### src/logic/rt16_pkg.sv
// constants and types for the reduced 16-bit timer with capture
package rt16_pkg;
   // register byte addresses, one aligned word each
   localparam logic [7:0] ADDR_CTRL_A   = 8'h00;
   localparam logic [7:0] ADDR_CTRL_B   = 8'h04;
   localparam logic [7:0] ADDR_CNT_LO   = 8'h08;
   localparam logic [7:0] ADDR_CNT_HI   = 8'h0c;
   localparam logic [7:0] ADDR_CAPT_LO  = 8'h10;
   localparam logic [7:0] ADDR_CAPT_HI  = 8'h14;
   localparam logic [7:0] ADDR_FLAGS    = 8'h18;
   localparam logic [7:0] ADDR_MASKS    = 8'h1c;
   localparam logic [7:0] ADDR_POWER    = 8'h20;
   // counter landmarks
   localparam logic [15:0] CNT_BOTTOM   = 16'h0000;
   localparam logic [15:0] CNT_MAX      = 16'hffff;
   localparam logic [15:0] TOP_8BIT     = 16'h00ff;
   localparam logic [15:0] TOP_9BIT     = 16'h01ff;
   localparam logic [15:0] TOP_10BIT    = 16'h03ff;
   // top selection, control a bits 2:0
   localparam logic [2:0] TOPM_MAX      = 3'h0;
   localparam logic [2:0] TOPM_8BIT     = 3'h1;
   localparam logic [2:0] TOPM_9BIT     = 3'h2;
   localparam logic [2:0] TOPM_10BIT    = 3'h3;
   localparam logic [2:0] TOPM_CAPT     = 3'h4;
   // clock source select, control b bits 2:0
   localparam logic [2:0] CS_NONE       = 3'h0;
   localparam logic [2:0] CS_DIV1       = 3'h1;
   localparam logic [2:0] CS_DIV8       = 3'h2;
   localparam logic [2:0] CS_DIV64      = 3'h3;
   localparam logic [2:0] CS_DIV256     = 3'h4;
   localparam logic [2:0] CS_DIV1024    = 3'h5;
   localparam logic [2:0] CS_EXT_FALL   = 3'h6;
   localparam logic [2:0] CS_EXT_RISE   = 3'h7;
   // prescaler
   localparam int          PRE_W        = 10;
   localparam logic [9:0]  DIV8_MASK    = 10'h007;
   localparam logic [9:0]  DIV64_MASK   = 10'h03f;
   localparam logic [9:0]  DIV256_MASK  = 10'h0ff;
   localparam logic [9:0]  DIV1024_MASK = 10'h3ff;
   // bit positions
   localparam int CTLB_EDGE_BIT = 6;
   localparam int CTLB_NC_BIT   = 7;
   localparam int FLAG_WRAP_BIT = 0;
   localparam int FLAG_CAPT_BIT = 1;
   localparam int PWR_OFF_BIT   = 0;
   // reset values
   localparam logic [7:0]  RST_BYTE     = 8'h00;
   localparam logic [15:0] RST_WORD     = 16'h0000;
   // noise canceler: equal samples needed
   localparam int NC_SAMPLES = 4;
   typedef enum logic [1:0] {
      RT16_BUS_IDLE   = 2'b00,
      RT16_BUS_ANSWER = 2'b01,
      RT16_BUS_REST   = 2'b11
   } rt16_bus_t;
endpackage

### src/logic/rt16_pin_sync.sv
// pin synchroniser with edge detector
`timescale 1ns/1ps
module rt16_pin_sync (
   input  wire logic pclk,
   input  wire logic presetn,
   input  wire logic pin,
   output logic      level,
   output logic      rise,
   output logic      fall
);
   typedef struct packed {
      logic s1;
      logic s2;
      logic prev;
   } rt16_sync_t;

   rt16_sync_t sync_reg;
   rt16_sync_t sync_next;

   always_comb begin
      sync_next      = sync_reg;
      sync_next.s1   = pin;
      sync_next.s2   = sync_reg.s1;
      sync_next.prev = sync_reg.s2;
   end

   always_ff @(posedge pclk or negedge presetn) begin
      if (!presetn) begin
         sync_reg <= '0;
      end else begin
         sync_reg <= sync_next;
      end
   end

   assign level = sync_reg.s2;
   assign rise  = sync_reg.s2 & ~sync_reg.prev;
   assign fall  = ~sync_reg.s2 & sync_reg.prev;
endmodule

### src/logic/rt16_noise_filter.sv
// capture noise canceler: output follows only a stable input
`timescale 1ns/1ps
module rt16_noise_filter (
   input  wire logic pclk,
   input  wire logic presetn,
   input  wire logic enable,
   input  wire logic din,
   output logic      dout
);
   localparam int HW = rt16_pkg::NC_SAMPLES - 1;

   typedef struct packed {
      logic [HW-1:0] hist;
      logic          out;
   } rt16_filt_t;

   rt16_filt_t filt_reg;
   rt16_filt_t filt_next;

   always_comb begin
      filt_next      = filt_reg;
      filt_next.hist = {filt_reg.hist[HW-2:0], din};
      if (!enable) begin
         filt_next.out = din;
      end else if (din && (&filt_reg.hist)) begin
         filt_next.out = 1'b1;
      end else if (!din && !(|filt_reg.hist)) begin
         filt_next.out = 1'b0;
      end
   end

   always_ff @(posedge pclk or negedge presetn) begin
      if (!presetn) begin
         filt_reg <= '0;
      end else begin
         filt_reg <= filt_next;
      end
   end

   assign dout = filt_reg.out;
endmodule

### src/logic/rt16_timer.sv
// reduced 16-bit timer with input capture behind an apb slave
// Overview of operation
// - one shared high-byte latch for all pairs
// - low-byte write loads latch plus low byte, capture pair only in capture-top mode
// - low-byte read copies high byte to latch
// - zero count flags bottom
// - all ones count flags maximum
// - top is fixed value or capture register
// - counter clears after reaching top
// - no clock source means counter holds
// - tick from prescaler or external pin
// - select logic picks source and edge
// - power-off bit stops prescaler, counting and capture; bus registers stay accessible
// - capture edge stores count in capture, except in capture-top mode
// - optional filter removes capture pin spikes
// - wrap and capture flags in flag bank
// - mask bits gate each request
// - control registers need no latch sequence
// - select seven rising, six falling edges
// - external edge updates count after sync
// - software count write beats count or clear
// - capture flag sets with capture, clears
`timescale 1ns/1ps
module rt16_timer (
   input  wire logic        pclk,
   input  wire logic        presetn,
   input  wire logic        psel,
   input  wire logic        penable,
   input  wire logic        pwrite,
   input  wire logic [7:0]  paddr,
   input  wire logic [31:0] pwdata,
   output logic [31:0]      prdata,
   output logic             pready,
   output logic             pslverr,
   input  wire logic        ext_count_pin,
   input  wire logic        capture_pin,
   input  wire logic        capture_ack,
   input  wire logic        wrap_ack,
   output logic             wrap_irq,
   output logic             capture_irq,
   output logic             count_at_bottom,
   output logic             count_at_max
);
   typedef struct packed {
      rt16_pkg::rt16_bus_t          bus;
      logic [31:0]                  prdata;
      logic                         pready;
      logic                         pslverr;
      logic [7:0]                   ctrl_a;
      logic [7:0]                   ctrl_b;
      logic [15:0]                  count;
      logic [15:0]                  capt;
      logic [7:0]                   hi_latch;
      logic                         wrap_f;
      logic                         capt_f;
      logic                         wrap_m;
      logic                         capt_m;
      logic                         pwr_off;
      logic [rt16_pkg::PRE_W-1:0]   pre;
      logic                         capt_prev;
      logic                         wrap_irq;
      logic                         capt_irq;
      logic                         bottom;
      logic                         max;
   } rt16_state_t;

   rt16_state_t st_reg;
   rt16_state_t st_next;

   logic        ext_rise;
   logic        ext_fall;
   logic        capt_sync;
   logic        capt_filt;
   logic [2:0]  cs;
   logic        tick;
   logic [15:0] top;
   logic        at_top;
   logic        capt_event;
   logic        mapped;
   logic        wr_done;
   logic [7:0]  wbyte;

   function automatic logic is_mapped(input logic [7:0] a);
      case (a)
         rt16_pkg::ADDR_CTRL_A,
         rt16_pkg::ADDR_CTRL_B,
         rt16_pkg::ADDR_CNT_LO,
         rt16_pkg::ADDR_CNT_HI,
         rt16_pkg::ADDR_CAPT_LO,
         rt16_pkg::ADDR_CAPT_HI,
         rt16_pkg::ADDR_FLAGS,
         rt16_pkg::ADDR_MASKS,
         rt16_pkg::ADDR_POWER: is_mapped = 1'b1;
         default:              is_mapped = 1'b0;
      endcase
   endfunction

   // top of the count sequence per mode
   function automatic logic [15:0] top_of(input logic [2:0] mode, input logic [15:0] capt);
      case (mode)
         rt16_pkg::TOPM_8BIT:  top_of = rt16_pkg::TOP_8BIT;
         rt16_pkg::TOPM_9BIT:  top_of = rt16_pkg::TOP_9BIT;
         rt16_pkg::TOPM_10BIT: top_of = rt16_pkg::TOP_10BIT;
         rt16_pkg::TOPM_CAPT:  top_of = capt;
         default:              top_of = rt16_pkg::CNT_MAX;
      endcase
   endfunction

   // internal prescaled tick for a clock select value
   function automatic logic int_tick(input logic [2:0] sel, input logic [9:0] pre);
      case (sel)
         rt16_pkg::CS_DIV1:    int_tick = 1'b1;
         rt16_pkg::CS_DIV8:    int_tick = (pre & rt16_pkg::DIV8_MASK) == 10'h000;
         rt16_pkg::CS_DIV64:   int_tick = (pre & rt16_pkg::DIV64_MASK) == 10'h000;
         rt16_pkg::CS_DIV256:  int_tick = (pre & rt16_pkg::DIV256_MASK) == 10'h000;
         rt16_pkg::CS_DIV1024: int_tick = (pre & rt16_pkg::DIV1024_MASK) == 10'h000;
         default:              int_tick = 1'b0;
      endcase
   endfunction

   rt16_pin_sync u_ext_sync (
      .pclk    (pclk),
      .presetn (presetn),
      .pin     (ext_count_pin),
      .level   (),
      .rise    (ext_rise),
      .fall    (ext_fall)
   );

   rt16_pin_sync u_capt_sync (
      .pclk    (pclk),
      .presetn (presetn),
      .pin     (capture_pin),
      .level   (capt_sync),
      .rise    (),
      .fall    ()
   );

   rt16_noise_filter u_capt_filter (
      .pclk    (pclk),
      .presetn (presetn),
      .enable  (st_reg.ctrl_b[rt16_pkg::CTLB_NC_BIT]),
      .din     (capt_sync),
      .dout    (capt_filt)
   );

   assign cs = st_reg.ctrl_b[2:0];

   // timer tick: none when stopped or powered off
   assign tick = !st_reg.pwr_off && (
                    int_tick(cs, st_reg.pre) ||
                    (cs == rt16_pkg::CS_EXT_RISE && ext_rise) ||
                    (cs == rt16_pkg::CS_EXT_FALL && ext_fall));

   assign top    = top_of(st_reg.ctrl_a[2:0], st_reg.capt);
   assign at_top = st_reg.count == top;

   // edge of the filtered capture input, polarity from control b
   assign capt_event = !st_reg.pwr_off &&
                       (st_reg.ctrl_b[rt16_pkg::CTLB_EDGE_BIT] ?
                        (capt_filt && !st_reg.capt_prev) :
                        (!capt_filt && st_reg.capt_prev));

   assign mapped  = is_mapped(paddr);
   assign wr_done = (st_reg.bus == rt16_pkg::RT16_BUS_ANSWER) && psel && penable &&
                    pwrite && !st_reg.pslverr;
   assign wbyte   = pwdata[7:0];

   always_comb begin
      st_next           = st_reg;
      st_next.capt_prev = capt_filt;
      st_next.pre       = st_reg.pwr_off ? '0 : st_reg.pre + 10'h001;

      // count and auto-reload
      if (tick) begin
         if (at_top) begin
            st_next.count = rt16_pkg::CNT_BOTTOM;
         end else begin
            st_next.count = st_reg.count + 16'h0001;
         end
      end

      // capture; the register holds the top in capture-top mode
      if (capt_event && st_reg.ctrl_a[2:0] != rt16_pkg::TOPM_CAPT) begin
         st_next.capt = st_reg.count;
      end

      // interrupt acknowledge from the processor
      if (capture_ack) begin
         st_next.capt_f = 1'b0;
      end
      if (wrap_ack) begin
         st_next.wrap_f = 1'b0;
      end

      // apb: answer one cycle after the access phase starts
      case (st_reg.bus)
         rt16_pkg::RT16_BUS_IDLE: begin
            if (psel && penable) begin
               st_next.bus     = rt16_pkg::RT16_BUS_ANSWER;
               st_next.pready  = 1'b1;
               st_next.pslverr = !mapped;
               st_next.prdata  = 32'h0000_0000;
               if (!pwrite) begin
                  case (paddr)
                     rt16_pkg::ADDR_CTRL_A: st_next.prdata[7:0] = st_reg.ctrl_a;
                     rt16_pkg::ADDR_CTRL_B: st_next.prdata[7:0] = st_reg.ctrl_b;
                     rt16_pkg::ADDR_CNT_LO: begin
                        st_next.prdata[7:0] = st_reg.count[7:0];
                        st_next.hi_latch    = st_reg.count[15:8];
                     end
                     rt16_pkg::ADDR_CAPT_LO: begin
                        st_next.prdata[7:0] = st_reg.capt[7:0];
                        st_next.hi_latch    = st_reg.capt[15:8];
                     end
                     rt16_pkg::ADDR_CNT_HI,
                     rt16_pkg::ADDR_CAPT_HI: st_next.prdata[7:0] = st_reg.hi_latch;
                     rt16_pkg::ADDR_FLAGS: begin
                        st_next.prdata[rt16_pkg::FLAG_WRAP_BIT] = st_reg.wrap_f;
                        st_next.prdata[rt16_pkg::FLAG_CAPT_BIT] = st_reg.capt_f;
                     end
                     rt16_pkg::ADDR_MASKS: begin
                        st_next.prdata[rt16_pkg::FLAG_WRAP_BIT] = st_reg.wrap_m;
                        st_next.prdata[rt16_pkg::FLAG_CAPT_BIT] = st_reg.capt_m;
                     end
                     rt16_pkg::ADDR_POWER: st_next.prdata[rt16_pkg::PWR_OFF_BIT] = st_reg.pwr_off;
                     default: st_next.prdata = 32'h0000_0000;
                  endcase
               end
            end
         end
         rt16_pkg::RT16_BUS_ANSWER: begin
            st_next.bus     = rt16_pkg::RT16_BUS_REST;
            st_next.pready  = 1'b0;
            st_next.pslverr = 1'b0;
            if (wr_done) begin
               case (paddr)
                  rt16_pkg::ADDR_CTRL_A: st_next.ctrl_a = wbyte;
                  rt16_pkg::ADDR_CTRL_B: st_next.ctrl_b = wbyte;
                  rt16_pkg::ADDR_CNT_HI,
                  rt16_pkg::ADDR_CAPT_HI: st_next.hi_latch = wbyte;
                  rt16_pkg::ADDR_CNT_LO: st_next.count = {st_reg.hi_latch, wbyte};
                  rt16_pkg::ADDR_CAPT_LO: begin
                     if (st_reg.ctrl_a[2:0] == rt16_pkg::TOPM_CAPT) begin
                        st_next.capt = {st_reg.hi_latch, wbyte};
                     end
                  end
                  rt16_pkg::ADDR_FLAGS: begin
                     if (wbyte[rt16_pkg::FLAG_WRAP_BIT]) begin
                        st_next.wrap_f = 1'b0;
                     end
                     if (wbyte[rt16_pkg::FLAG_CAPT_BIT]) begin
                        st_next.capt_f = 1'b0;
                     end
                  end
                  rt16_pkg::ADDR_MASKS: begin
                     st_next.wrap_m = wbyte[rt16_pkg::FLAG_WRAP_BIT];
                     st_next.capt_m = wbyte[rt16_pkg::FLAG_CAPT_BIT];
                  end
                  rt16_pkg::ADDR_POWER: st_next.pwr_off = wbyte[rt16_pkg::PWR_OFF_BIT];
                  default: st_next.pwr_off = st_reg.pwr_off;
               endcase
            end
         end
         rt16_pkg::RT16_BUS_REST: begin
            st_next.bus = rt16_pkg::RT16_BUS_IDLE;
         end
         default: begin
            st_next.bus    = rt16_pkg::RT16_BUS_IDLE;
            st_next.pready = 1'b0;
         end
      endcase

      // hardware sets win over any clear in the same cycle
      if (tick && at_top) begin
         st_next.wrap_f = 1'b1;
      end
      if (capt_event) begin
         st_next.capt_f = 1'b1;
      end

      st_next.wrap_irq = st_next.wrap_f && st_next.wrap_m;
      st_next.capt_irq = st_next.capt_f && st_next.capt_m;
      st_next.bottom   = st_next.count == rt16_pkg::CNT_BOTTOM;
      st_next.max      = st_next.count == rt16_pkg::CNT_MAX;
   end

   always_ff @(posedge pclk or negedge presetn) begin
      if (!presetn) begin
         st_reg           <= '0;
         st_reg.bus       <= rt16_pkg::RT16_BUS_IDLE;
         st_reg.ctrl_a    <= rt16_pkg::RST_BYTE;
         st_reg.ctrl_b    <= rt16_pkg::RST_BYTE;
         st_reg.hi_latch  <= rt16_pkg::RST_BYTE;
         st_reg.count     <= rt16_pkg::RST_WORD;
         st_reg.capt      <= rt16_pkg::RST_WORD;
         st_reg.bottom    <= 1'b1;
      end else begin
         st_reg <= st_next;
      end
   end

   assign prdata          = st_reg.prdata;
   assign pready          = st_reg.pready;
   assign pslverr         = st_reg.pslverr;
   assign wrap_irq        = st_reg.wrap_irq;
   assign capture_irq     = st_reg.capt_irq;
   assign count_at_bottom = st_reg.bottom;
   assign count_at_max    = st_reg.max;
endmodule

### config.mk
export PLATFORM = sky130hd
export DESIGN_NAME = rt16_timer
export DESIGN_NICKNAME = d
export VERILOG_FILES = /design/src/logic/rt16_pkg.sv /design/src/logic/rt16_pin_sync.sv /design/src/logic/rt16_noise_filter.sv /design/src/logic/rt16_timer.sv
export SDC_FILE = /design/constraint.sdc
export NUM_CORES = 1
export LEC_CHECK = 0
export ABC_CLOCK_PERIOD_IN_PS = 3200
export BUFFER_PORTS_ARGS = -buffer_cell sky130_fd_sc_hd__clkbuf_2
export CAP_MARGIN = 15
export CORE_ASPECT_RATIO = 0.6
export CORE_MARGIN = 3
export CORE_UTILIZATION = 47
export DETAILED_ROUTE_END_ITERATION = 8
export HOLD_SLACK_MARGIN = 0.08
export PLACE_DENSITY = 0.67
export SETUP_SLACK_MARGIN = 0.15
export SYNTH_ARGS = -nofsm -noshare
export SYNTH_HDL_FRONTEND = slang
export SYNTH_HIERARCHICAL = 1
export SYNTH_SLANG_ARGS = --single-unit
### constraint.sdc
create_clock -name pclk -period 3.2 [get_ports pclk]
set_input_delay 0.16 -clock pclk [delete_from_list [all_inputs] [get_ports pclk]]
set_output_delay 0.16 -clock pclk [all_outputs]
set_load 0.01 [all_outputs]
==> run summary <==
The number of hold-slack violations in the final timing report is 0. The kind of cell adding the most delay to the critical path was simple AND/OR/NAND/NOR gates. On the worst path, the slowest cell contributes a delay of 0.55 ns.

Counting tap cells, the placed design contains a total of 802 instances. The CTS root buffer is clkbuf_16. The endpoint identified for the worst register-to-register timing path is count_at_max$_DFF_PN0_.

In this run the tool buffered the top-level ports with 38 buffer cells. The total clock buffers created by CTS was 9. The tree built by TritonCTS fans out to 97 sinks. STA classifies the critical path endpoint as a flop.

The number of rows created at floorplan is 30, and the final-report max-slew violation count is 0. The worst setup path is of the flop to flop kind. Setup violations remaining at the end of the flow were counted as 0. Die outline height: 90.5 um.

The worst register-to-register path begins at cs[0]$_DFFE_PN0P_. The critical path crosses 11 cells after its start point. Setup repair after global routing left no endpoint under its margin. The worst setup path is launched from a flop. Setup slack on the critical path of the routed design comes to 0.285 ns. The core region is 11,400 um^2.

For the via count of the first global-routing pass, the log shows 4,519. Leaving out fill and tap cells, the most frequent cells in the layout are 94 x dfrtp_1, 83 x nor2_1, 45 x nand2_1, 45 x buf_4, 37 x clkbuf_2. Across the VDD grid, the largest voltage drop is 0.337 mV. The final standard cell utilization of the core came out at 56.9%.

Library cell contributing the largest single delay on the critical path: or4_1. Path class of the lowest-slack min-delay path: primary input to flop. Data on the critical path arrives at its endpoint at 3.20 ns.

The run gives 1,041 as the count of fill cells added during filler insertion. The tools report the initial cell density of the core as 48.8%. Entering global routing, the biggest net connects 98 pins. TritonCTS built the clock tree. Total inserted antenna cells: 0.

Most common cell after layout, fill and taps aside: dfrtp_1. The critical path goes through mux2_1 -> nand4_1 -> o31a_1 -> buf_6 -> buf_8 -> nor2_4 -> xor2_1 -> mux2i_1 -> or4_1 -> nor4_2 -> and4_1. The logs give 0.29 ns for the setup slack on the worst flop-to-flop path and 0.165 ns for the post-placement worst setup slack. Startpoint of the most critical hold path: psel. After clock tree synthesis, the clock-pin slew on the worst setup and hold paths is 0.07 ns. The tools report the final non-filler cell area as 6510 um^2. The count of synthesis-stage warnings from yosys was 6.

Smallest hold slack: 0.119 ns. The total negative slack for setup checks is 0 ns. In this run the remaining antenna-violating nets after routing total 0. For this run, the total global-route usage over all layers was measured as 24.5%. The routed length per placed instance is 19.6 um, and the largest clock skew in the final design is 0.00943 ns.

After the first detailed-routing iteration, the DRC count stood at 612. The destination of the critical timing path is count_at_max$_DFF_PN0_. The required time of the critical path came out at 3.49 ns. The wire-length estimate of the detail-placed layout is 12,100 um. For this design the static power due to leakage is 2.88 nW. The run gives 0.35 ns as the insertion delay of the later-clocked pin in the worst-skew pair. Summing over every cut layer, the via total after detailed routing is 4,981. The number of flip-flops under the largest register name came out at 71. The H-tree was split into 3 levels. Global routing finished with a remaining overflow of 0.

The timing startpoint of the critical path is cs[0]$_DFFE_PN0P_. For this run, design rule violations remaining after detail routing come to 0. Together, buffers and inverters on the worst path number 2. The run finished with clean final reports. For this run, the post-layout net count is 721.

The pre-antenna-repair detailed-routing pass consisted of 7 iterations. The mean number of vias per cell was 5.97. Summed over all layers, the routed wires come to 16,400 um. The number of antenna violations at the first check in global routing came out at 0. Power spread over the standard cell area amounts to 487 nW/um^2. The first global-routing pass estimated 25,100 um of wire. The mean cell area of the mapped netlist is 9.10 um^2. Power comes to 3.17 mW. The post-route clock period utilization is 91.1%.

The cell count after synthesis came out at 614. Number of non-filler instances in the completed layout: 834. After detailed placement, the total cell area comes to 5960 um^2.

The transition at the pin with the smallest max-transition slack was 0.729 ns. The worst path in the final design needs a cycle of 2.91 ns, including I/O delays and setup. The largest fanout of any net on the critical path was 8; the worst slew margin relative to its limit was 51.0%. The die covers 13,300 um^2. 87 I/O pins were placed. Max-cap violations in this run came to 0. The routability congestion estimate from global placement is 0.966, and the share of cells above drive strength 1 is 23.1%. No sink is reached through more buffers than the 2 on the longest clock path. Compared with the post-synthesis result, the final layout area differs by 16.5%.

In this run the horizontal extent of the chip is 147 um. Based on the critical path, the design can be clocked at up to 343 MHz. The depth of the worst register-to-register path was 11. The combined area of all synthesized cells is 5590 um^2.
[repair_timing]
item                                   in CTS  in global routing
hold buffers                                4                  0
setup endpoints to repair                   1                  2
setup buffers                               0                 12
gates resized for setup                     0                 25
endpoints found under the hold margin      99                  0
pin swaps                                   1                 14
[tightest hold or removal path: cells and delay by family]
family | cells | cell delay [ns]
AO/OA/AOI/OAI | 1 | 0.08
buffers and inverters | 1 | 0.11
AND/OR/NAND/NOR | 1 | 0.08
[how the worst min path moves through the flow]
| stage | to | slack, ns | cells past startpoint |
|---|---|---|---|
| after floorplan | capture_irq$_DFF_PN0_ | -0.14 | 0 |
| after global placement | pready$_DFFE_PN0P_ | 0.25 | 2 |
| after detailed placement | pslverr$_DFFE_PN0P_ | 0.25 | 2 |
| after CTS | st_reg[110]$_DFFE_PN0P_ | 0.12 | 3 |
| after global routing | st_reg[18]$_DFF_PN0_ | 0.12 | 3 |
| final | st_reg[110]$_DFFE_PN0P_ | 0.12 | 3 |
[final cells by class]
cell class	instances	area, um^2	area share, %
Multi-Input combinational cell	455	2900	44.5
Inverter	17	63.8	0.980
Clock buffer	9	225	3.46
Clock inverter	7	86.3	1.33
Sequential cell	97	2430	37.3
Timing Repair Buffer	89	609	9.36
Tap cell	160	200	3.07
[per-layer routing]
| metal | up-vias | track usage (%) | part of all wire, % |
|---|---|---|---|
| li1 | 2251 | - | - |
| met1 | 2388 | 38.2 | 45 |
| met2 | 312 | 31.2 | 40 |
| met3 | 30 | 8.63 | 14 |
| met4 | 0 | 7.12 | 1.7 |
| met5 | - | 0 | 0 |
[report_power, final]
group,internal [mW],switching (mW)
logic,0.220,0.329
clock network,0.623,0.510
registers,1.34,0.147
No activity file was read; power rests on OpenSTA's default activity.
